**src/rtl/pwm_steer_consts.svh**
```systemverilog
// constants for the pwm output steering stage: offsets, fields, resets, timing
// assumes inclusion by bare name from the rtl files of this block
`ifndef PWM_STEER_CONSTS_SVH
`define PWM_STEER_CONSTS_SVH

// ****************************************************************
// register offsets (4-bit word address)
// ****************************************************************
`define OFS_CCP_CONTROL 4'h0
`define OFS_SHUTDOWN_CONTROL 4'h1
`define OFS_TIMER_SELECT_0 4'h2
`define OFS_TIMER_SELECT_1 4'h3
`define OFS_STEERING_CONTROL 4'h4
`define OFS_PWM_CONTROL 4'h5
`define OFS_PERIPHERAL_FLAG_REG 4'h6
`define OFS_DRIVER_ENABLE 4'h7
`define OFS_ALT_PIN_FUNCTION 4'h8

// ****************************************************************
// reset values
// ****************************************************************
`define RST_CCP_CONTROL 8'h00
`define RST_SHUTDOWN_CONTROL 8'h00
`define RST_TIMER_SELECT 8'h00
`define RST_STEER_ENABLES 4'h1
`define RST_PWM_CONTROL 8'h00
`define RST_DRIVER_ENABLE 4'h0
`define RST_ALT_PIN_FUNCTION 4'h0

// ****************************************************************
// field positions
// ****************************************************************
`define BIT_SHUTDOWN_EVENT 7
`define BIT_STEER_SYNC 4
`define BIT_AUTO_RESTART 7
`define BIT_TIMER_FLAG 0
`define BIT_CYCLE_DONE 1
`define FUNC_MODE_PWM 2'h3
`define OUT_CFG_SINGLE 2'h0
`define OUT_CFG_HALF 2'h2

// ****************************************************************
// timing
// ****************************************************************
// one instruction cycle is four oscillator periods, one clk each here
`define INSTR_CYCLE_CLKS 9'h004

`endif

```
**src/rtl/pwm_steer_pkg.sv**
```systemverilog
// types shared by the pwm output steering stage
// assumes nothing beyond a systemverilog compiler
package pwm_steer_pkg;

  // ****************************************************************
  // decoded operating mode of the output stage
  // ****************************************************************
  typedef enum logic [1:0] {MODE_IDLE, MODE_SINGLE, MODE_HALF} out_mode_t;

  // ****************************************************************
  // start-up tracking after enabling the pwm
  // ****************************************************************
  typedef enum logic [1:0] {START_OFF, START_FIRST, START_RUN} start_state_t;

endpackage : pwm_steer_pkg

```
**src/rtl/in_sync.sv**
```systemverilog
// two-flop synchroniser for the asynchronous shutdown source pins
// assumes the inputs come from pins outside the clk domain
`timescale 1ns/100ps
`default_nettype none

module in_sync
(
  // clock and reset
  input wire logic clk,
  input wire logic srst,
  // asynchronous in, synchronous out
  input wire logic [2:0] async_in,
  output logic [2:0] sync_out
);

  logic [2:0] meta_reg;

  always_ff @(posedge clk)
  begin
    if (srst)
    begin
      // idle: int high, comps low
      meta_reg <= 3'h1;
      sync_out <= 3'h1;
    end
    else
    begin
      meta_reg <= async_in;
      sync_out <= meta_reg;
    end
  end

endmodule : in_sync

`default_nettype wire

```
**src/rtl/pin_driver.sv**
```systemverilog
// one output pin: polarity, shutdown state, driver enable, alternate location
// assumes all inputs are on the clk domain; out and oe are registered
`timescale 1ns/100ps
`default_nettype none

module pin_driver
(
  // clock and reset
  input wire logic clk,
  input wire logic srst,
  // signal and configuration
  input wire logic active_lvl,
  input wire logic routed,
  input wire logic invert,
  input wire logic shut,
  input wire logic [1:0] shut_state,
  input wire logic drv_en,
  input wire logic use_alt,
  // pin, primary and alternate location
  output logic main_out,
  output logic main_oe,
  output logic alt_out,
  output logic alt_oe
);

  logic lvl;
  logic oe;

  always_comb
  begin
    lvl = active_lvl ^ invert;
    oe = drv_en & routed;
    if (shut & routed)
    begin
      lvl = shut_state[0];
      oe = drv_en & ~shut_state[1];
    end
  end

  always_ff @(posedge clk)
  begin
    if (srst)
    begin
      main_out <= 1'b0;
      main_oe <= 1'b0;
      alt_out <= 1'b0;
      alt_oe <= 1'b0;
    end
    else
    begin
      main_out <= lvl & oe & ~use_alt;
      main_oe <= oe & ~use_alt;
      alt_out <= lvl & oe & use_alt;
      alt_oe <= oe & use_alt;
    end
  end

endmodule : pin_driver

`default_nettype wire

```
**src/rtl/pwm_output_steering.sv**
```systemverilog
// output steering and start-up control stage of an enhanced pwm unit
// assumes pwm_raw and period_start come from the period timer on clk,
// shutdown sources are asynchronous pins, registers on a plain strobe port
//
// Contract
// sync select clear: new steering takes effect right after the write.
// sync select set: new steering waits for the next period start.
// two low mode bits pick polarity for pair A/C and pair B/D.
// firmware sets polarity before enabling the pin drivers.
// firmware waits one full pwm cycle before enabling the pin drivers.
// timer flag sets as the second period after enabling begins.
// after reset every pin is undriven until firmware enables it.
// alternate pin function register moves chosen outputs to alternate pins.
// shutdown register: event flag bit 7, source select, two pair states.
// steering register: sync bit 4, enables D..A bits 3..0, rest zero.
// single mode: every set enable routes the modulated signal to its pin.
// shutdown event sets the flag and forces enabled pins to their states.
// auto-restart clears the flag when the condition goes; resume next period.
// half-bridge: inactive-to-active edges delayed by dead-band instruction cycles.
// synchronised steering keeps writes in a shadow, copied on period start.
//
// Implementation choices: the placing of the registers and strobed register access.
`timescale 1ns/100ps
`default_nettype none
`include "pwm_steer_consts.svh"

module pwm_output_steering
  import pwm_steer_pkg::*;
(
  // clock and reset
  input wire logic clk,
  input wire logic srst,
  // register port
  input wire logic [3:0] reg_addr,
  input wire logic [7:0] reg_wdata,
  input wire logic reg_wr,
  input wire logic reg_rd,
  output logic [7:0] reg_rdata,
  // from period timer and duty comparator
  input wire logic pwm_raw,
  input wire logic period_start,
  // shutdown source pins
  input wire logic int_pin_n,
  input wire logic [1:0] comp_out,
  // to period timer and duty comparator
  output logic [1:0] duty_low_bits,
  output logic [1:0] timer_select,
  // output pins, index 0..3 is out_a..out_d
  output logic [3:0] pin_main_out,
  output logic [3:0] pin_main_oe,
  output logic [3:0] pin_alt_out,
  output logic [3:0] pin_alt_oe,
  // status
  output logic period_timer_flag,
  output logic shutdown_event_flag
);

  // ****************************************************************
  // registers
  // ****************************************************************
  logic [7:0] ccp_control_reg;
  logic [2:0] shutdown_source_select_reg;
  logic [1:0] pair_ac_shutdown_state_reg;
  logic [1:0] pair_bd_shutdown_state_reg;
  logic [7:0] timer_select_0_reg;
  logic [1:0] timer_select_1_reg;
  logic steer_sync_select_reg;
  logic [3:0] steer_shadow_reg;
  logic [3:0] pin_steer_enables_reg;
  logic auto_restart_enable_reg;
  logic [6:0] deadband_count_reg;
  logic [3:0] driver_enable_reg;
  logic [3:0] alt_pin_function_reg;
  logic shut_hold_reg;
  logic pwm_q_reg;
  logic [8:0] db_cnt_reg;
  start_state_t start_reg;

  logic [1:0] polarity_mode_bits;
  logic [1:0] function_mode_bits;
  logic [1:0] output_config_bits;
  logic [2:0] src_sync;
  logic shut_cond;
  logic shut_now;
  logic wr_shutdown;
  logic wr_steer;
  logic wr_flag;
  logic [8:0] db_target;
  logic db_done;
  out_mode_t mode;
  logic [3:0] lvl;
  logic [3:0] routed;
  logic [3:0] pin_inv;
  logic [1:0] pin_state [4];

  assign polarity_mode_bits = ccp_control_reg[1:0];
  assign function_mode_bits = ccp_control_reg[3:2];
  assign output_config_bits = ccp_control_reg[7:6];
  assign wr_shutdown = reg_wr && (reg_addr == `OFS_SHUTDOWN_CONTROL);
  assign wr_steer = reg_wr && (reg_addr == `OFS_STEERING_CONTROL);
  assign wr_flag = reg_wr && (reg_addr == `OFS_PERIPHERAL_FLAG_REG);

  // ****************************************************************
  // plain configuration registers
  // ****************************************************************
  always_ff @(posedge clk)
  begin
    if (srst)
    begin
      ccp_control_reg <= `RST_CCP_CONTROL;
      timer_select_0_reg <= `RST_TIMER_SELECT;
      timer_select_1_reg <= 2'h0;
      auto_restart_enable_reg <= 1'b0;
      deadband_count_reg <= 7'h00;
      driver_enable_reg <= `RST_DRIVER_ENABLE;
      alt_pin_function_reg <= `RST_ALT_PIN_FUNCTION;
    end
    else if (reg_wr)
    begin
      unique case (reg_addr)
        `OFS_CCP_CONTROL: ccp_control_reg <= reg_wdata;
        `OFS_TIMER_SELECT_0: timer_select_0_reg <= reg_wdata;
        `OFS_TIMER_SELECT_1: timer_select_1_reg <= reg_wdata[1:0];
        `OFS_PWM_CONTROL:
        begin
          auto_restart_enable_reg <= reg_wdata[`BIT_AUTO_RESTART];
          deadband_count_reg <= reg_wdata[6:0];
        end
        `OFS_DRIVER_ENABLE: driver_enable_reg <= reg_wdata[3:0];
        `OFS_ALT_PIN_FUNCTION: alt_pin_function_reg <= reg_wdata[3:0];
        default:
        begin
        end
      endcase
    end
  end

  always_ff @(posedge clk)
  begin
    if (srst)
    begin
      duty_low_bits <= 2'h0;
      timer_select <= 2'h0;
    end
    else
    begin
      duty_low_bits <= ccp_control_reg[5:4];
      timer_select <= timer_select_0_reg[1:0];
    end
  end

  // ****************************************************************
  // shutdown sources and event flag
  // ****************************************************************
  in_sync u_sync
  (
    .clk(clk),
    .srst(srst),
    .async_in({comp_out, int_pin_n}),
    .sync_out(src_sync)
  );

  // select bit 2 picks the low-active int pin, bits 0 and 1 the comparators
  assign shut_cond = (shutdown_source_select_reg[2] & ~src_sync[0])
                   | (shutdown_source_select_reg[0] & src_sync[1])
                   | (shutdown_source_select_reg[1] & src_sync[2]);

  always_ff @(posedge clk)
  begin
    if (srst)
    begin
      shutdown_source_select_reg <= 3'h0;
      pair_ac_shutdown_state_reg <= 2'h0;
      pair_bd_shutdown_state_reg <= 2'h0;
    end
    else if (wr_shutdown)
    begin
      shutdown_source_select_reg <= reg_wdata[6:4];
      pair_ac_shutdown_state_reg <= reg_wdata[3:2];
      pair_bd_shutdown_state_reg <= reg_wdata[1:0];
    end
  end

  // a live condition beats both a firmware clear and the auto-restart clear
  always_ff @(posedge clk)
  begin
    if (srst)
      shutdown_event_flag <= 1'b0;
    else if (shut_cond)
      shutdown_event_flag <= 1'b1;
    else if (wr_shutdown)
      shutdown_event_flag <= reg_wdata[`BIT_SHUTDOWN_EVENT];
    else if (auto_restart_enable_reg)
      shutdown_event_flag <= 1'b0;
  end

  // keeps pins in shutdown until a period boundary after the flag drops
  always_ff @(posedge clk)
  begin
    if (srst)
      shut_hold_reg <= 1'b0;
    else if (shut_cond || shutdown_event_flag)
      shut_hold_reg <= 1'b1;
    else if (period_start)
      shut_hold_reg <= 1'b0;
  end

  // the raw condition goes straight to the pins, not waiting for the flag
  assign shut_now = shut_cond | shutdown_event_flag | shut_hold_reg;

  // ****************************************************************
  // steering: shadow and active enables
  // ****************************************************************
  always_ff @(posedge clk)
  begin
    if (srst)
    begin
      steer_sync_select_reg <= 1'b0;
      steer_shadow_reg <= `RST_STEER_ENABLES;
    end
    else if (wr_steer)
    begin
      steer_sync_select_reg <= reg_wdata[`BIT_STEER_SYNC];
      steer_shadow_reg <= reg_wdata[3:0];
    end
  end

  always_ff @(posedge clk)
  begin
    if (srst)
      pin_steer_enables_reg <= `RST_STEER_ENABLES;
    else if (wr_steer && !reg_wdata[`BIT_STEER_SYNC])
      pin_steer_enables_reg <= reg_wdata[3:0];
    else if (period_start && steer_sync_select_reg)
      pin_steer_enables_reg <= steer_shadow_reg;
  end

  // ****************************************************************
  // start-up tracking and period timer flag
  // ****************************************************************
  always_ff @(posedge clk)
  begin
    if (srst)
      start_reg <= START_OFF;
    else if (function_mode_bits != `FUNC_MODE_PWM)
      start_reg <= START_OFF;
    else if (period_start)
    begin
      unique case (start_reg)
        START_OFF: start_reg <= START_FIRST;
        START_FIRST: start_reg <= START_RUN;
        START_RUN: start_reg <= START_RUN;
      endcase
    end
  end

  // hardware set wins over a firmware clear in the same cycle
  always_ff @(posedge clk)
  begin
    if (srst)
      period_timer_flag <= 1'b0;
    else if (period_start && (start_reg != START_OFF)
             && (function_mode_bits == `FUNC_MODE_PWM))
      period_timer_flag <= 1'b1;
    else if (wr_flag)
      period_timer_flag <= reg_wdata[`BIT_TIMER_FLAG];
  end

  // ****************************************************************
  // dead-band delay for half-bridge
  // ****************************************************************
  // counter restarts on every raw edge and outside half-bridge; both outputs stay
  // inactive until it reaches four times the programmed count, so edges never overlap
  assign db_target = {2'h0, deadband_count_reg} * `INSTR_CYCLE_CLKS;
  assign db_done = (db_cnt_reg >= db_target);

  always_ff @(posedge clk)
  begin
    if (srst)
    begin
      pwm_q_reg <= 1'b0;
      db_cnt_reg <= 9'h000;
    end
    else
    begin
      pwm_q_reg <= pwm_raw;
      if ((pwm_raw != pwm_q_reg) || (mode != MODE_HALF))
        db_cnt_reg <= 9'h000;
      else if (!db_done)
        db_cnt_reg <= db_cnt_reg + 9'h001;
    end
  end

  // ****************************************************************
  // output mode and per-pin routing
  // ****************************************************************
  always_comb
  begin
    mode = MODE_IDLE;
    if (function_mode_bits == `FUNC_MODE_PWM)
    begin
      if (output_config_bits == `OUT_CFG_SINGLE)
        mode = MODE_SINGLE;
      else if (output_config_bits == `OUT_CFG_HALF)
        mode = MODE_HALF;
    end
  end

  always_comb
  begin
    lvl = 4'h0;
    routed = 4'h0;
    unique case (mode)
      MODE_SINGLE:
      begin
        lvl = {4{pwm_raw}};
        routed = pin_steer_enables_reg;
      end
      MODE_HALF:
      begin
        lvl = {2'h0, ~pwm_q_reg & db_done, pwm_q_reg & db_done};
        routed = 4'h3;
      end
      MODE_IDLE:
      begin
        lvl = 4'h0;
        routed = 4'h0;
      end
    endcase
  end

  // bit 1 inverts pair A/C, bit 0 inverts pair B/D
  assign pin_inv = {polarity_mode_bits[0], polarity_mode_bits[1],
                    polarity_mode_bits[0], polarity_mode_bits[1]};
  assign pin_state[0] = pair_ac_shutdown_state_reg;
  assign pin_state[1] = pair_bd_shutdown_state_reg;
  assign pin_state[2] = pair_ac_shutdown_state_reg;
  assign pin_state[3] = pair_bd_shutdown_state_reg;

  // pins are only driven once firmware sets their driver enable
  genvar gi;
  generate
    for (gi = 0; gi < 4; gi = gi + 1)
    begin : g_pin
      pin_driver u_pin
      (
        .clk(clk),
        .srst(srst),
        .active_lvl(lvl[gi]),
        .routed(routed[gi]),
        .invert(pin_inv[gi]),
        .shut(shut_now),
        .shut_state(pin_state[gi]),
        .drv_en(driver_enable_reg[gi]),
        .use_alt(alt_pin_function_reg[gi]),
        .main_out(pin_main_out[gi]),
        .main_oe(pin_main_oe[gi]),
        .alt_out(pin_alt_out[gi]),
        .alt_oe(pin_alt_oe[gi])
      );
    end
  endgenerate

  // ****************************************************************
  // register read port, data one cycle after the strobe
  // ****************************************************************
  always_ff @(posedge clk)
  begin
    if (srst)
      reg_rdata <= 8'h00;
    else if (reg_rd)
    begin
      unique case (reg_addr)
        `OFS_CCP_CONTROL: reg_rdata <= ccp_control_reg;
        `OFS_SHUTDOWN_CONTROL:
          reg_rdata <= {shutdown_event_flag, shutdown_source_select_reg,
                        pair_ac_shutdown_state_reg, pair_bd_shutdown_state_reg};
        `OFS_TIMER_SELECT_0: reg_rdata <= timer_select_0_reg;
        `OFS_TIMER_SELECT_1: reg_rdata <= {6'h00, timer_select_1_reg};
        `OFS_STEERING_CONTROL:
          reg_rdata <= {3'h0, steer_sync_select_reg, steer_shadow_reg};
        `OFS_PWM_CONTROL: reg_rdata <= {auto_restart_enable_reg, deadband_count_reg};
        `OFS_PERIPHERAL_FLAG_REG:
          reg_rdata <= {6'h00, start_reg == START_RUN, period_timer_flag};
        `OFS_DRIVER_ENABLE: reg_rdata <= {4'h0, driver_enable_reg};
        `OFS_ALT_PIN_FUNCTION: reg_rdata <= {4'h0, alt_pin_function_reg};
        default: reg_rdata <= 8'h00;
      endcase
    end
    else
      reg_rdata <= 8'h00;
  end

endmodule : pwm_output_steering

`default_nettype wire

```
**config.mk**
```make
export PLATFORM = sky130hd
export DESIGN_NAME = pwm_output_steering
export DESIGN_NICKNAME = d
export VERILOG_FILES = /design/src/rtl/pwm_steer_pkg.sv /design/src/rtl/in_sync.sv /design/src/rtl/pin_driver.sv /design/src/rtl/pwm_output_steering.sv
export VERILOG_INCLUDE_DIRS = /design/src /design/src/rtl
export SDC_FILE = /design/constraint.sdc
export NUM_CORES = 1
export LEC_CHECK = 0
export BUFFER_PORTS_ARGS = -buffer_cell sky130_fd_sc_hd__buf_2
export CORE_UTILIZATION = 35
export DETAILED_ROUTE_END_ITERATION = 8
export PLACE_DENSITY_LB_ADDON = 0.3
export SYNTH_ARGS = -nofsm -noshare
export SYNTH_HDL_FRONTEND = slang
export SYNTH_SLANG_ARGS = --single-unit
```
**constraint.sdc**
```tcl
create_clock -name clk -period 5.68 [get_ports clk]
set_clock_uncertainty 0.05 [all_clocks]
set_input_delay 0.568 -clock clk [delete_from_list [all_inputs] [get_ports clk]]
set_output_delay 0.568 -clock clk [all_outputs]
set_load 0.005 [all_outputs]
```
# Word-level counts from Yosys, hierarchy flattened
# Index checks and enable logic that the tools add are counted.
# W data, S select, Z words.
[word_totals]
ff_bits = 99
in_bits = 21
output_inout_bits = 30
word_cells = 166
[op_classes]
add_sub_neg = 1
order_cmp = 1
eq_ne = 17
muxes = 24
bitwise = 54
n_reduce_logical = 29
[op_table]
columns = ["op", "n"]
rows = [
  ["$pmux W8 S9", 1],
  ["$and A1 B1 Y1", 37],
  ["$pmux W4 S3", 2],
  ["$eq A4 B3 Y1 const B", 4],
  ["$mux W1", 15],
  ["$reduce_and A2 Y1", 6],
  ["$add A9 B1 Y9 const B", 1],
  ["$ge A9 B9 Y1", 1],
  ["$not A1 Y1", 9],
  ["$eq A2 B2 Y1 const B", 4],
  ["$eq A4 B2 Y1 const B", 2],
  ["$mux W4", 2],
  ["$reduce_bool A2 Y1", 4],
  ["$reduce_or A2 Y1", 4],
  ["$logic_and A1 B1 Y1", 7],
  ["$logic_not A2 Y1", 3],
  ["$mux W2", 3],
  ["$eq A2 B1 Y1 const B", 2],
  ["$eq A4 B1 Y1 const B", 1],
  ["$eq A4 B4 Y1 const B", 1],
  ["$logic_not A4 Y1", 1],
  ["$ne A2 B2 Y1 const B", 2],
  ["$or A1 B1 Y1", 4],
  ["$pmux W2 S2", 1],
  ["other kinds (5)", 9],
]

# Longest topological paths before layout
[depth]
word_depth = 10
mapped_depth = 9
mapped_depth_nobuf = 8

# Cells and area by module
# Synthesis repeated with hierarchy kept, for this count alone.
[hier_totals]
cells_unflattened = 476
hier_area_um2 = 4314.1
[by_module_without_submodules]
columns = ["module", "n_inst", "cells_each", "area_each_um2", "seq_area_each_um2"]
rows = [
  ["pwm_output_steering", 1, 408, 3585.9, 1541.5],
  ["pin_driver", 4, 14, 142.6, 80.1],
  ["in_sync", 1, 12, 157.7, 120.1],
]

# Least setup slack after synthesis
# OpenSTA, ideal clock, no wires.
[synth_path]
path_kind = "input-to-reg"
from = "in reg_addr[2]"
to = "reg pin_steer_enables_reg[0]"
setup_time_ps = 117
arrival_ps = 1648
slack_ps = 3865
cell_stages = 7
n_path_buf = 2
path_cell_list = "buf_2 > and2b_1 > nand3_2 > or2_0 > buf_2 > o21ai_0 > nand2b_1"
[synth_between]
elab_chain_len = 4
elab_cells_between_ends = 5
classes_between = "eq/ne: 1; mux: 1; reduce/logical: 3"
[synth_lines]
columns = ["element", "line", "source"]
rows = [
  ["from (decl)", "pwm_output_steering.sv:34", "input wire logic [3:0] reg_addr,"],
  ["$eq A4 B3 Y1 *", "-", ""],
  ["$logic_and A1 B1 Y1 *", "pwm_output_steering.sv:100", "assign wr_steer = reg_wr && (reg_addr == `OFS_STEERING_CONTROL);"],
  ["$logic_and A1 B1 Y1 *", "pwm_output_steering.sv:232", "else if (wr_steer && !reg_wdata[`BIT_STEER_SYNC])"],
  ["$mux W4 / $reduce_bool A2 Y1 (equally long branches)", "-", ""],
  ["to (signal assigned)", "pwm_output_steering.sv:231", "pin_steer_enables_reg <= `RST_STEER_ENABLES;"],
  ["to (signal assigned)", "pwm_output_steering.sv:233", "pin_steer_enables_reg <= reg_wdata[3:0];"],
  ["to (signal assigned)", "pwm_output_steering.sv:235", "pin_steer_enables_reg <= steer_shadow_reg;"],
  ["to (decl)", "pwm_output_steering.sv:69", "logic [3:0] pin_steer_enables_reg;"],
]
# Mark *: on every way between the ends. The rest lies on a longest branch, timed or not.
# A chain may end at the register's enable or synchronous reset.

# Final worst setup path
[layout_path]
from = "reg deadband_count_reg[1]"
to = "reg g_pin[1].u_pin.alt_out"
[layout_between]
elab_chain_len = 7
[layout_lines]
columns = ["element", "line", "source"]
rows = [
  ["from (decl)", "pwm_output_steering.sv:71", "logic [6:0] deadband_count_reg;"],
  ["from (signal assigned)", "pwm_output_steering.sv:127", "deadband_count_reg <= reg_wdata[6:0];"],
  ["$ge A9 B9 Y1", "pwm_output_steering.sv:275", "assign db_done = (db_cnt_reg >= db_target);"],
  ["$and A1 B1 Y1", "pwm_output_steering.sv:321", "lvl = {2'h0, ~pwm_q_reg & db_done, pwm_q_reg & db_done};"],
  ["$pmux W4 S3", "pwm_output_steering.sv:313", "unique case (mode)"],
  ["$xor A1 B1 Y1", "pin_driver.sv:31", "lvl = active_lvl ^ invert;"],
  ["$mux W1", "pin_driver.sv:33", "if (shut & routed)"],
  ["$and A1 B1 Y1 (2 in series)", "pin_driver.sv:53", "alt_out <= lvl & oe & use_alt;"],
  ["to (signal assigned)", "pin_driver.sv:53", ""],
  ["to (decl)", "pin_driver.sv:22", "output logic alt_out,"],
]
# No other way between the ends.

==> out/metrics.yaml <==
outcome: "finished clean"
dieWidth_um: 118
fin_crit_sh_pct: 41.1
ys.flop_type: "dfxtp_1"
syn_area_per_cell_um2: 8.88
path_buf_inv: 1
fmax_ghz: 0.429
worst-path-stages: 8
io_pins: 51
dp_hpwl_mm: 8.39
tns_ns: 0
fin_cells: 719
maxSlewHeadroom_pct: 45.3
synth_top_family_by_area: "simple AND/OR/NAND/NOR gates"
holdPathStages: 2
drive_above_1_share_pct: 15.9
cts_buffers: 9
fp.dieH_um: 118
yosys.area.top_type: "dfxtp_1"
cts.clk_slew.worst_paths_ns: 0.07
cpMaxStageDelayCell: "a21oi_1"
drtAntennaViolNets: 0
required_ns: 5.87
dr.first_iter.drc_count: 252
grt_pass1_vias: 3440
grt_antenna_before_repair: 0
yosysWarnings: 0
r2r_slack_ns: 3.35
syn_area_um2: 4680
htreeDepth: 3
ys_async_sr_fraction_pct: 0
tritoncts: "done"
tightest_slew_ns: 0.820
muxShareOfSynthArea_pct: 11.3
nFillCells: 1299
combPwrFrac_pct: 5.4
wl_met3_um: 516
dp_slack_ns: 3.10
synthTopCellsByArea: "dfxtp_1, mux2i_1, nor2_1, nand2_1, ha_1"
syn_nets: 559
largest_register_ffs: 9
cp_max_fo: 11
insertion_delay_ns: 0.35
start_util_pct: 36.5
synth_seq_area_share_pct: 42.4
yosysUniqueCellTypes: 54
port_buffers: 50
hold_viol: 0
synth-xor-area-share_pct: 1.68
die_area_um2: 13800
coreArea_um2: 12800
p_per_area_nw_per_um2: 272
met2_length_mm: 5.41
synth.top_cell.area_share_pct: 42.4
synthSimpleGateAreaFrac_pct: 23.0
worst-r2r-cell-count: 8
p_leak_nw: 2.02
antenna_cells: 0
dp.cells: 703
rows: 41
hold_path.class: "in -> reg"
critPathKind: "reg -> reg"
gp_congestion: 0.859
startpoint_type: "flop"
cts_resized: 0
p_seq_share_pct: 50.0
grt.overflow.total: 0
postCtsSetupBuffers: 0
highest_layer: "met4"
synth_adder_area_share_pct: 2.94
min_period_ns: 2.33
critPathArrivalTime_ns: 2.52
drc: 0
path_cells: "inv_1 -> ha_1 -> nor2b_1 -> o21ai_0 -> a21oi_1 -> o211ai_1 -> mux2i_1 -> nand2_1"
switching_power_w: 0.000317
syn_to_final_growth_pct: 11.6
dr.pass1.iters: 4
setup_viol: 0
cellInternalPower_w: 0.00110
power_w: 0.00142
syn_inst: 527
vias: 3699
wl_mm: 11.5
cp-end-kind: "flop"
clockRootBuffer: "clkbuf_16"
cts_buffer_depth: 2
routed_via_density: 5.14
synthMostInstantiatedCell: "dfxtp_1"
grt_pass1_wl_mm: 18.5
wl_met1_mm: 5.32
synth_seq_cells: 99
gr-usage-all-layers_pct: 17.3
maxCapViolations: 0
clock_sinks: 99
p_clk_share_pct: 44.6
crit_path_max_incr_delay_ns: 0.66
wire_per_inst_um: 16.0
swShare_pct: 22.3
critical-path-top-delay-family: "compound AO/OA/AOI/OAI gates"
ir_drop_mv: 0.162
slew_viol_final: 0
finalWorstSetupSlack_ns: 3.35
grt_max_degree: 73
synth_edf_count: 0
synth_compound_area_share_pct: 11.7
rsz0062_at_grt: "no"
finalNetCount: 574
synth.top_cells.by_count: "dfxtp_1, nor2_1, mux2i_1, nand2_1, a21oi_1"
hold_buffers: 0
[cell usage in the layout, fill, tap and decap left out, types with 3 or more instances in the layout]
cell and n:
dfxtp_1 99, nor2_1 69, buf_2 50, nand2_1 46
mux2i_1 46, a21oi_1 27, nand3_1 25, inv_1 20
nor3_1 16, nor2b_1 13, ha_1 11, o21ai_0 10
xnor2_1 9, clkbuf_16 9, nand2b_1 6, nor3b_1 6
a31oi_1 6, nor4_1 5, nand4_1 4, and2b_1 3
a2111oi_4 3, a41oi_1 3, o32a_1 3, o22ai_1 3
a221oi_1 3, a211oi_1 3, a311oi_1 3, clkbuf_8 3
[worst register-to-register path: stages (launching register included)]
cell	delay, ns
dfxtp_1	0.39
inv_1	0.06
ha_1	0.28
nor2b_1	0.12
o21ai_0	0.08
a21oi_1	0.66
o211ai_1	0.30
mux2i_1	0.22
nand2_1	0.06
[routing by layer]
| metal | track usage, % | up-vias |
|---|---|---|
| met5 | 0 | - |
| met2 | 27.1 | 94 |
| met4 | 8.81 | 0 |
| met3 | 3.10 | 18 |
| li1 | - | 1847 |
| met1 | 22.6 | 1740 |
[worst paths after layout]
path                                                           to                          startpoint
worst max-delay path            g_pin[1].u_pin.alt_out$_SDFF_PP0_  deadband_count_reg[1]$_SDFFE_PP0P_
worst min-delay path                u_sync.meta_reg[0]$_SDFF_PP1_                           int_pin_n
worst max register to register  g_pin[1].u_pin.alt_out$_SDFF_PP0_  deadband_count_reg[1]$_SDFFE_PP0P_
worst min register to register      u_sync.sync_out[0]$_SDFF_PP1_       u_sync.meta_reg[0]$_SDFF_PP1_
[stage by stage]
step | instance area (µm²) | hold slack (ns) | utilization [%]
after floorplan | 4680 | 0.339 | -
after detailed placement | 4910 | 0.347 | 38.3
after global placement | 4910 | 0.345 | 38.3
after CTS | 5220 | 0.344 | 40.7
final | 5220 | 0.352 | 40.7
after global routing | 5220 | 0.354 | 40.7
[power by group through the flow]
| stage | combinational [W] | clock (W) | sequential, W |
|---|---|---|---|
| after floorplan | 0.0000554 | 0 | 0.000721 |
| after global placement | 0.0000749 | 0 | 0.000725 |
| after detailed placement | 0.0000755 | 0 | 0.000725 |
| after CTS | 0.0000759 | 0.000647 | 0.000709 |
| after global routing | 0.0000827 | 0.000682 | 0.000710 |
| final | 0.0000760 | 0.000633 | 0.000709 |
[cells by family after synthesis]
family,Yosys count
simple gates,215
flops,99
compound gates,75
buf+inv,68
mux,50
fa+ha+maj,11
xor+xnor,9
[final cells by class]
class / count / area (µm²) / area share, %
tap: 172 / 215 / 4.12
sequential: 99 / 1980 / 38.0
timing repair buffer: 52 / 265 / 5.08
clock buffer: 12 / 267 / 5.11
inverter: 20 / 75.1 / 1.44
multi-input combinational: 360 / 2370 / 45.4
clock inverter: 4 / 47.5 / 0.911
(Power assumes the default switching activity.)
